<file path="src/beis_map.vh">
// register indices, field positions, reset values and counts for the pattern checker block
`ifndef BEIS_MAP_VH
`define BEIS_MAP_VH

// ============================================================
// register indices (byte address is four times the index)
`define BEIS_IDX_TX_CTRL      10'h068
`define BEIS_IDX_STATUS       10'h06C
`define BEIS_IDX_LATCHED      10'h06E
`define BEIS_IDX_IRQ_EN       10'h070
`define BEIS_IDX_CNT_LOW      10'h074
`define BEIS_IDX_CNT_HIGH     10'h076
`define BEIS_IDX_UPD_CTRL     10'h080

// ============================================================
// transmit insertion control fields
`define BEIS_TX_SRC_SEL       0
`define BEIS_TX_SOFT_STROBE   1
`define BEIS_TX_SINGLE_EN     2
`define BEIS_TX_RATE_LSB      3
`define BEIS_TX_RATE_MSB      5
`define BEIS_TX_CTRL_RESET    6'h00

// ============================================================
// status and latched status fields
`define BEIS_ST_UNLOCKED      0
`define BEIS_ST_CNT_NONZERO   1
`define BEIS_ST_ERR_SEEN      2
`define BEIS_ST_UPD_DONE      3
`define BEIS_FLAGS_RESET      4'h0

// ============================================================
// update control fields
`define BEIS_UC_LOCAL_REQ     0
`define BEIS_UC_MODE_SEL      1
`define BEIS_UC_PORT_GATE     2
`define BEIS_UC_RESET         3'h0

// ============================================================
// counter limits
`define BEIS_CNT_MAX          24'hFFFFFF
`define BEIS_ONE_24           24'h000001

`endif

</file>
<file path="src/beis_core.v">
// bit error insertion and receive pattern checker status with wishbone registers
//
// The implementer's own choice: register access over Wishbone.
`include "beis_map.vh"

// Notes on behaviour
// single error insertion only happens while the single insert enable is set
// with source select 0, a rising soft strobe inverts exactly one transmit bit
// software must drop the strobe and raise it again for each further error
// several strobe toggles between two bit opportunities yield one error only
// source select 0 takes the soft strobe, 1 takes the manual insert input
// flipping source select while a trigger is high may cause one error
// update done rises once the counter snapshot update has completed
// update done is forced low when the selected update request falls
// count nonzero reads 1 while the bit error count is one or more
// count nonzero is cleared when software triggers a counter update
// pattern unlocked reads 1 while the checker is out of sync
// latched update done sets on a rising update done status bit
// latched error seen sets whenever the checker detects a bit error
// latched count nonzero sets on a rising count nonzero status bit
// latched unlock change sets on any change of the unlocked status bit
// update done interrupt requested when latched flag and its enable are set
// error seen interrupt needs its enable and the port status gate
// count nonzero interrupt needs its enable and the port status gate
// unlock interrupt needs its enable and the port status gate
// error counter is 24 bits, low 16 and high 8 in two registers
// counter saturates, holds while unlocked, readable value changes on update
// rate insertion inverts one in ten to the n bits, zero disables it
// latched flags stay set until software writes a one to clear
// one interrupt output ORs all enabled latched flags, the three status flags only while the port status gate is set

module beis_core (
	input  wire        ref_clk_i,
	input  wire        reset_i,
	input  wire        wb_cyc_i,
	input  wire        wb_stb_i,
	input  wire        wb_we_i,
	input  wire [31:0] wb_adr_i,
	input  wire [3:0]  wb_sel_i,
	input  wire [31:0] wb_dat_i,
	output reg  [31:0] wb_dat_o,
	output reg         wb_ack_o,
	input  wire        tx_data_i,
	input  wire        tx_bit_en_i,
	output reg         tx_data_o,
	output reg         tx_valid_o,
	input  wire        manual_insert_input_i,
	input  wire        global_update_req_i,
	input  wire        pattern_unlocked_i,
	input  wire        rx_bit_en_i,
	input  wire        rx_bit_error_i,
	output reg         counter_update_request_o,
	output reg         irq_o
);

	// ============================================================
	// register state
	reg        insert_source_select;
	reg        soft_error_strobe;
	reg        single_insert_enable;
	reg [2:0]  insert_rate_exponent;
	reg        local_update_request;
	reg        update_mode_select;
	reg        port_status_irq_gate;
	reg [3:0]  irq_enable;
	reg [3:0]  latched;
	reg        counter_update_done;
	reg        error_count_nonzero;
	reg        pattern_unlocked;
	reg [23:0] live_count;
	reg [23:0] snap_count;

	// insertion and update request state
	reg        trigger_prev;
	reg        single_pending;
	reg [2:0]  active_rate;
	reg [2:0]  pending_rate;
	reg        rate_reload;
	reg [23:0] rate_count;
	reg        request_prev;
	reg        snap_taken;

	// ============================================================
	// bus decode
	wire       bus_req   = wb_cyc_i & wb_stb_i & ~wb_ack_o;
	// writes land on the edge where the master sees ack
	wire       bus_done  = wb_cyc_i & wb_stb_i & wb_ack_o;
	wire       bus_wr    = bus_done & wb_we_i;
	wire [9:0] reg_index = wb_adr_i[11:2];
	wire       lane_lo   = wb_sel_i[0];
	wire       hit_tx    = (reg_index == `BEIS_IDX_TX_CTRL);
	wire       hit_lat   = (reg_index == `BEIS_IDX_LATCHED);
	wire       hit_ien   = (reg_index == `BEIS_IDX_IRQ_EN);
	wire       hit_uc    = (reg_index == `BEIS_IDX_UPD_CTRL);
	wire       wr_tx     = bus_wr & lane_lo & hit_tx;
	wire       wr_lat    = bus_wr & lane_lo & hit_lat;
	wire       wr_ien    = bus_wr & lane_lo & hit_ien;
	wire       wr_uc     = bus_wr & lane_lo & hit_uc;
	wire [2:0] wr_rate   = wb_dat_i[`BEIS_TX_RATE_MSB:`BEIS_TX_RATE_LSB];

	// ============================================================
	// trigger selection and single insertion
	// source select picks strobe or manual input
	wire trigger = insert_source_select ? manual_insert_input_i : soft_error_strobe;
	// rising trigger edge arms one error
	wire trigger_rise = trigger & ~trigger_prev;

	// ============================================================
	// rate insertion period, ten to the n
	reg [23:0] rate_period;

	// period counted in transmit bits
	always @* begin
		case (active_rate)
			3'h1: rate_period = 24'h00000A;
			3'h2: rate_period = 24'h000064;
			3'h3: rate_period = 24'h0003E8;
			3'h4: rate_period = 24'h002710;
			3'h5: rate_period = 24'h0186A0;
			3'h6: rate_period = 24'h0F4240;
			3'h7: rate_period = 24'h989680;
			default: rate_period = 24'h000000;
		endcase
	end

	// last bit of each period is inverted
	wire rate_hit = (active_rate != 3'h0) & (rate_count == rate_period - `BEIS_ONE_24);

	// a cleared enable also blocks an armed error
	wire do_single = tx_bit_en_i & single_pending & single_insert_enable;
	wire do_rate   = tx_bit_en_i & rate_hit;

	// ============================================================
	// transmit path
	always @(posedge ref_clk_i) begin
		if (reset_i) begin
			tx_data_o  <= 1'b0;
			tx_valid_o <= 1'b0;
		end else begin
			tx_valid_o <= tx_bit_en_i;
			if (tx_bit_en_i) begin
				tx_data_o <= tx_data_i ^ (do_single | do_rate);
			end
		end
	end

	// ============================================================
	// single error arming
	always @(posedge ref_clk_i) begin
		if (reset_i) begin
			trigger_prev   <= 1'b0;
			single_pending <= 1'b0;
		end else begin
			trigger_prev <= trigger;
			// enable clear drops any armed error
			if (!single_insert_enable) begin
				single_pending <= 1'b0;
			// one armed error per opportunity
			end else if (trigger_rise) begin
				single_pending <= 1'b1;
			end else if (do_single) begin
				single_pending <= 1'b0;
			end
		end
	end

	// ============================================================
	// rate insertion counter
	always @(posedge ref_clk_i) begin
		if (reset_i) begin
			active_rate  <= 3'h0;
			pending_rate <= 3'h0;
			rate_reload  <= 1'b0;
			rate_count   <= 24'h000000;
		end else begin
			// nonzero write starts, busy nonzero write waits for next error, zero write stops at once
			if (wr_tx && (active_rate == 3'h0 || wr_rate == 3'h0)) begin
				active_rate <= wr_rate;
				rate_reload <= 1'b0;
				rate_count  <= 24'h000000;
			end else begin
				if (wr_tx) begin
					pending_rate <= wr_rate;
					rate_reload  <= 1'b1;
				end
				if (do_rate) begin
					rate_count <= 24'h000000;
					if (rate_reload && !wr_tx) begin
						active_rate <= pending_rate;
						rate_reload <= 1'b0;
					end
				end else if (tx_bit_en_i && active_rate != 3'h0) begin
					rate_count <= rate_count + `BEIS_ONE_24;
				end
			end
		end
	end

	// ============================================================
	// update request and snapshot
	// selected request per update mode
	wire sel_request  = update_mode_select ? global_update_req_i : local_update_request;
	wire request_rise = sel_request & ~request_prev;
	wire request_fall = ~sel_request & request_prev;
	wire count_error  = rx_bit_en_i & rx_bit_error_i & ~pattern_unlocked_i;

	always @(posedge ref_clk_i) begin
		if (reset_i) begin
			request_prev             <= 1'b0;
			counter_update_request_o <= 1'b0;
			snap_taken               <= 1'b0;
			counter_update_done      <= 1'b0;
			live_count               <= 24'h000000;
			snap_count               <= 24'h000000;
			error_count_nonzero      <= 1'b0;
			pattern_unlocked         <= 1'b1;
		end else begin
			request_prev             <= sel_request;
			counter_update_request_o <= sel_request;
			snap_taken               <= request_rise;
			// unlocked status follows the checker
			pattern_unlocked <= pattern_unlocked_i;
			// snapshot on update, saturate, hold while unlocked
			if (request_rise) begin
				snap_count <= live_count;
				live_count <= count_error ? `BEIS_ONE_24 : 24'h000000;
			// stop at the top count
			end else if (count_error && live_count != `BEIS_CNT_MAX) begin
				live_count <= live_count + `BEIS_ONE_24;
			end
			// nonzero sets as count leaves zero
			if (count_error) begin
				error_count_nonzero <= 1'b1;
			// cleared by an update
			end else if (request_rise) begin
				error_count_nonzero <= 1'b0;
			end
			// fall of request forces done low
			if (request_fall) begin
				counter_update_done <= 1'b0;
			// done rises after the snapshot
			end else if (snap_taken && sel_request) begin
				counter_update_done <= 1'b1;
			end
		end
	end

	// ============================================================
	// latched flags
	reg  prev_done;
	reg  prev_nonzero;
	reg  prev_unlocked;
	wire [3:0] flag_set;
	// latched done on rising done
	assign flag_set[`BEIS_ST_UPD_DONE]    = counter_update_done & ~prev_done;
	// latched error seen on any bit error
	assign flag_set[`BEIS_ST_ERR_SEEN]    = rx_bit_en_i & rx_bit_error_i;
	// latched nonzero on rising nonzero
	assign flag_set[`BEIS_ST_CNT_NONZERO] = error_count_nonzero & ~prev_nonzero;
	// latched unlock on either edge
	assign flag_set[`BEIS_ST_UNLOCKED]    = pattern_unlocked ^ prev_unlocked;
	// clear only the bits written as one
	wire [3:0] flag_clr = wr_lat ? wb_dat_i[3:0] : 4'h0;


	always @(posedge ref_clk_i) begin
		if (reset_i) begin
			prev_done     <= 1'b0;
			prev_nonzero  <= 1'b0;
			prev_unlocked <= 1'b1;
			latched       <= `BEIS_FLAGS_RESET;
		end else begin
			prev_done     <= counter_update_done;
			prev_nonzero  <= error_count_nonzero;
			prev_unlocked <= pattern_unlocked;
			// write one clears, a new set wins
			latched <= (latched & ~flag_clr) | flag_set;
		end
	end

	// ============================================================
	// interrupt
	wire [3:0] irq_hit = latched & irq_enable;
	// update done needs only its own enable
	wire       irq_done   = irq_hit[`BEIS_ST_UPD_DONE];
	// status flags also need the port gate
	wire       irq_status = port_status_irq_gate & (irq_hit[`BEIS_ST_ERR_SEEN] |
		irq_hit[`BEIS_ST_CNT_NONZERO] | irq_hit[`BEIS_ST_UNLOCKED]);

	always @(posedge ref_clk_i) begin
		if (reset_i) begin
			irq_o <= 1'b0;
		end else begin
			// one request for all enabled flags, status flags only with the port gate
			irq_o <= irq_done | irq_status;
		end
	end

	// ============================================================
	// control register writes
	always @(posedge ref_clk_i) begin
		if (reset_i) begin
			insert_source_select <= 1'b0;
			soft_error_strobe    <= 1'b0;
			single_insert_enable <= 1'b0;
			insert_rate_exponent <= 3'h0;
			local_update_request <= 1'b0;
			update_mode_select   <= 1'b0;
			port_status_irq_gate <= 1'b0;
			irq_enable           <= 4'h0;
		end else begin
			if (wr_tx) begin
				// select change may make one trigger edge
				insert_source_select <= wb_dat_i[`BEIS_TX_SRC_SEL];
				// each error needs a fresh strobe rise
				soft_error_strobe    <= wb_dat_i[`BEIS_TX_SOFT_STROBE];
				single_insert_enable <= wb_dat_i[`BEIS_TX_SINGLE_EN];
				insert_rate_exponent <= wr_rate;
			end
			if (wr_uc) begin
				local_update_request <= wb_dat_i[`BEIS_UC_LOCAL_REQ];
				update_mode_select   <= wb_dat_i[`BEIS_UC_MODE_SEL];
				port_status_irq_gate <= wb_dat_i[`BEIS_UC_PORT_GATE];
			end
			if (wr_ien) begin
				irq_enable <= wb_dat_i[3:0];
			end
		end
	end

	// ============================================================
	// read mux
	reg [15:0] rd_word;
	always @* begin
		rd_word = 16'h0000;
		if (hit_tx) begin
			rd_word = {10'h000, insert_rate_exponent, single_insert_enable,
				soft_error_strobe, insert_source_select};
		end else if (reg_index == `BEIS_IDX_STATUS) begin
			rd_word = {12'h000, counter_update_done, 1'b0,
				error_count_nonzero, pattern_unlocked};
		end else if (hit_lat) begin
			rd_word = {12'h000, latched};
		end else if (hit_ien) begin
			rd_word = {12'h000, irq_enable};
		// low 16 and high 8 bits of the count
		end else if (reg_index == `BEIS_IDX_CNT_LOW) begin
			rd_word = snap_count[15:0];
		// upper 8 bits from the same snapshot
		end else if (reg_index == `BEIS_IDX_CNT_HIGH) begin
			rd_word = {8'h00, snap_count[23:16]};
		end else if (hit_uc) begin
			rd_word = {13'h0000, port_status_irq_gate, update_mode_select,
				local_update_request};
		end
	end

	// ============================================================
	// wishbone answer
	always @(posedge ref_clk_i) begin
		if (reset_i) begin
			wb_ack_o <= 1'b0;
			wb_dat_o <= 32'h00000000;
		end else begin
			wb_ack_o <= bus_req;
			// read data stands only with ack
			if (bus_req && !wb_we_i) begin
				wb_dat_o <= {16'h0000, rd_word};
			end else begin
				wb_dat_o <= 32'h00000000;
			end
		end
	end

endmodule

</file>
<file path="config.mk">
export PLATFORM = sky130hd
export DESIGN_NAME = beis_core
export DESIGN_NICKNAME = d
export VERILOG_FILES = /design/src/beis_core.v
export VERILOG_INCLUDE_DIRS = /design/src
export SDC_FILE = /design/constraint.sdc
export NUM_CORES = 1
export LEC_CHECK = 0
export BUFFER_PORTS_ARGS = -buffer_cell sky130_fd_sc_hd__buf_4
export CORE_MARGIN = 2
export CORE_UTILIZATION = 50
export DETAILED_ROUTE_END_ITERATION = 7
export HOLD_SLACK_MARGIN = 0.03
export PLACE_DENSITY_LB_ADDON = 0.08
export SKIP_CTS_REPAIR_TIMING = 1
export SYNTH_ARGS = -nofsm -noshare
export SYNTH_HDL_FRONTEND = slang
export SYNTH_SLANG_ARGS = --single-unit
</file>
<file path="constraint.sdc">
create_clock -name ref_clk_i -period 2.8 [get_ports ref_clk_i]
set_input_delay 0.84 -clock ref_clk_i [delete_from_list [all_inputs] [get_ports ref_clk_i]]
set_output_delay 0.84 -clock ref_clk_i [all_outputs]
set_load 0.01 [all_outputs]
</file>
==> results.json <==
{
  "status": "finished, final reports clean",
  "synth_seq_cells": 126,
  "grt_pass1_vias": 4801,
  "wl_met2_um": 7015,
  "min_period_ns": 2.713,
  "worstPathArrival_ns": 2.99,
  "hold_viol": 0,
  "dr_wl_met3_um": 509,
  "diodes": 0,
  "path_max_fanout": 5,
  "via_per_inst": 5.504,
  "power_frac_clock": 0.553,
  "io_pins": 117,
  "whs_ns": 0.4529,
  "fmaxAchievable_ghz": 0.3686,
  "finalInstanceArea_um2": 7413,
  "end_kind": "flop",
  "hold_class": "reg -> reg",
  "portBuffers": 49,
  "ys_warn_count": 0,
  "row_count": 40,
  "whs_path_depth": 1,
  "post-place-ws_ns": 0.01851,
  "ff2ff_path_depth": 12,
  "synth_top_area_frac": 0.4165,
  "fin_crit_sh": 0.9689,
  "maxCapViolations": 0,
  "combPwrFrac": 0.033,
  "critPathMostFrequentCell": "buf_4",
  "fin_cells": 924,
  "nFillCells": 1038,
  "rr_startpoint": "active_rate[2]$_SDFFE_PP0P_",
  "wirelength_um": 14060,
  "clk_path_buf_depth": 2,
  "die-area_um2": 13010,
  "routed.top_layer": "met4",
  "first_pass_iters": 5,
  "synth_edf_count": 0,
  "critical_path_required_ns": 3.08,
  "drcViolationCount": 0,
  "setup_viol": 0,
  "totalPowerFinal_uw": 4362,
  "hold-path-endpoint": "wb_dat_o[14]$_SDFF_PP0_",
  "max-vdd-ir-drop_mv": 0.5346,
  "p_sw_uw": 910.1,
  "cts_tree": "built",
  "setup_slack_ns": 0.08705,
  "wire_per_inst_um": 15.22,
  "placedInstanceArea_um2": 6708,
  "pwr_density_cell_nw_per_um2": 588.3,
  "max_stage_delay_ns": 0.43,
  "drive_above_1_share": 0.2059,
  "p_leak_uw": 0.002786,
  "chipWidth_um": 114.1,
  "power.share.sequential": 0.414,
  "core_area_um2": 11910,
  "finish.net_count": 847,
  "gr-total-overflow": 0,
  "clock-sinks": 126,
  "syn_avg_cell_area_um2": 8.739,
  "fin_skew_ns": 0.01024,
  "synth-seq-area-share": 0.4165,
  "dp_hpwl_um": 10030,
  "ant_nets": 0,
  "first_iter_violations": 284,
  "yosys-top-cells-area": "dfxtp_1 (42%), nor2_1 (5.8%), a22o_1 (3.9%)",
  "drv_slew": 0,
  "swShare": 0.2087,
  "vias": 5086,
  "synth_cell_types": 70,
  "grt_pass1_wl_um": 23110,
  "gp_congestion": 0.9061,
  "path_clk_slew_ns": 0.06,
  "syn_inst": 693,
  "cts_buffers": 17,
  "synth_ff_type": "dfxtp_1",
  "clock-root-buffer": "clkbuf_16",
  "initial_core_util": 0.5084,
  "r2r_slack_ns": 0.09,
  "syn_area_um2": 6056,
  "worstPathCellList": "nor2_4, nand2_2, ha_4, nor4b_2, or3_1, a222oi_1, o2111ai_2, nor3_2, buf_4, buf_4, o21ba_2, nor2_1",
  "area_delta_synth_final_pct": 22.42,
  "slowest_stage": "a222oi_1",
  "p_int_uw": 3452,
  "path_class": "reg -> reg",
  "grt_max_degree": 43,
  "wl_met1_um": 6330,
  "async_flop_share": 0,
  "grt_antenna_before_repair": 0,
  "die_h_um": 114.1,
  "min_from": "snap_count[14]$_SDFFE_PP0P_",
  "synth_area_leader_cell": "dfxtp_1",
  "htree_levels": 4,
  "clock_latency_ns": 0.41,
  "cp-start-kind": "flop",
  "grt_usage": 0.2236,
  "dp_cells": 891,
  "r2r-end": "rate_reload$_SDFF_PP0_"
}
metrics by stage:
step | utilization | TNS, ns
floorplan | - | 0
global placement | 0.5631 | 0
detailed placement | 0.5631 | 0
CTS | 0.6181 | 0
global route | 0.6224 | -0.07546
finish | 0.6224 | 0
worst max-delay path: cells and delay by family, from the launching register on:
family,cells,cell delay [ns]
compound gates,3,0.80
fa+ha+maj,1,0.19
buf+inv,2,0.26
flops,1,0.37
simple gates,6,0.99
power groups by stage:
stage               clock [uW]  sequential, uW  combinational, uW
floorplan                    0            1850               90.0
global placement             0            1850                141
detailed placement           0            1850                142
CTS                       2460            1810                143
global route              2550            1810                158
finish                    2410            1810                144
cells by family (layout without fill, tap and decap cells):
family	Yosys count	in the layout	share of synthesized area
buffers and inverters	74	143	0.06467
multiplexers	24	24	0.03988
XOR/XNOR	51	51	0.07376
adder cells (fa/ha/maj)	4	4	0.007852
AND/OR/NAND/NOR	284	284	0.2461
other	1	16	0.0006192
AO/OA/AOI/OAI	129	129	0.1506
flip-flops	126	126	0.4165
how the worst max path moves through the flow:
stage	depth (start not counted)	from	slack, ns	end
after floorplan	14	active_rate[2]$_SDFFE_PP0P_	0.008	rate_count[7]$_SDFFE_PP0P_
final	12	active_rate[2]$_SDFFE_PP0P_	0.09	rate_reload$_SDFF_PP0_
after global placement	11	active_rate[2]$_SDFFE_PP0P_	0.03	rate_count[15]$_SDFFE_PP0P_
after global routing	12	active_rate[2]$_SDFFE_PP0P_	-0.03	rate_reload$_SDFF_PP0_
after CTS	11	active_rate[2]$_SDFFE_PP0P_	0.0009	rate_count[14]$_SDFFE_PP0P_
after detailed placement	11	active_rate[2]$_SDFFE_PP0P_	0.02	rate_count[16]$_SDFFE_PP0P_
registers in the layout, summed over array words and instances, names as in the netlist, 3 cells and up:
register              cells
active_rate               3
rate_count               24
live_count               24
insert_rate_exponent      3
latched                   4
irq_enable                4
pending_rate              3
snap_count               24
wb_dat_o                 16
synth_stat cells (all sizes together), types with 13 or more instances:
library cell and n:
dfxtp 126, xnor2 25, nand3 28, a21oi 28, nor2 93, xor2 26, a22o 27, nor2b 13
o21ai 24, mux2i 23, buf 30, nand2 39, inv 19, clkbuf 25, nor3 16
metal layers:
metal,up-vias,global-route usage
met5,-,0
met4,0,0.07642
met3,15,0.05135
met2,99,0.3806
met1,2412,0.2798
li1,2560,-
placed cells by master (no fill, tap or decap), types with 5 or more instances in the layout:
master,instances
o21ai_0,23
nor3_1,12
buf_4,91
bufinv_16,5
nand4_1,11
or3_1,9
inv_1,19
a211oi_1,7
xnor2_1,25
a21oi_1,28
nor2b_1,13
or2_2,7
nor4_1,8
xor2_1,26
a31oi_1,6
and3_1,9
mux2i_1,23
inv_6,5
and4_1,6
dfxtp_1,123
nand2_1,37
a22o_1,27
nand3b_1,6
nand2b_1,11
conb_1,16
nand3_1,28
nor2_1,91
and2_1,9
clkbuf_16,17
layout make-up:
type,count,area (um^2),share of cell area
Multi-Input combinational cell,508,3269,0.4410
Sequential cell,126,2531,0.3414
Timing Repair Buffer,92,703.2,0.09485
Clock buffer,17,425.4,0.05738
Clock inverter,15,229.0,0.03089
Tap cell,147,183.9,0.02481
Inverter,19,71.32,0.009620
No activity file was read; power rests on OpenSTA's default activity.
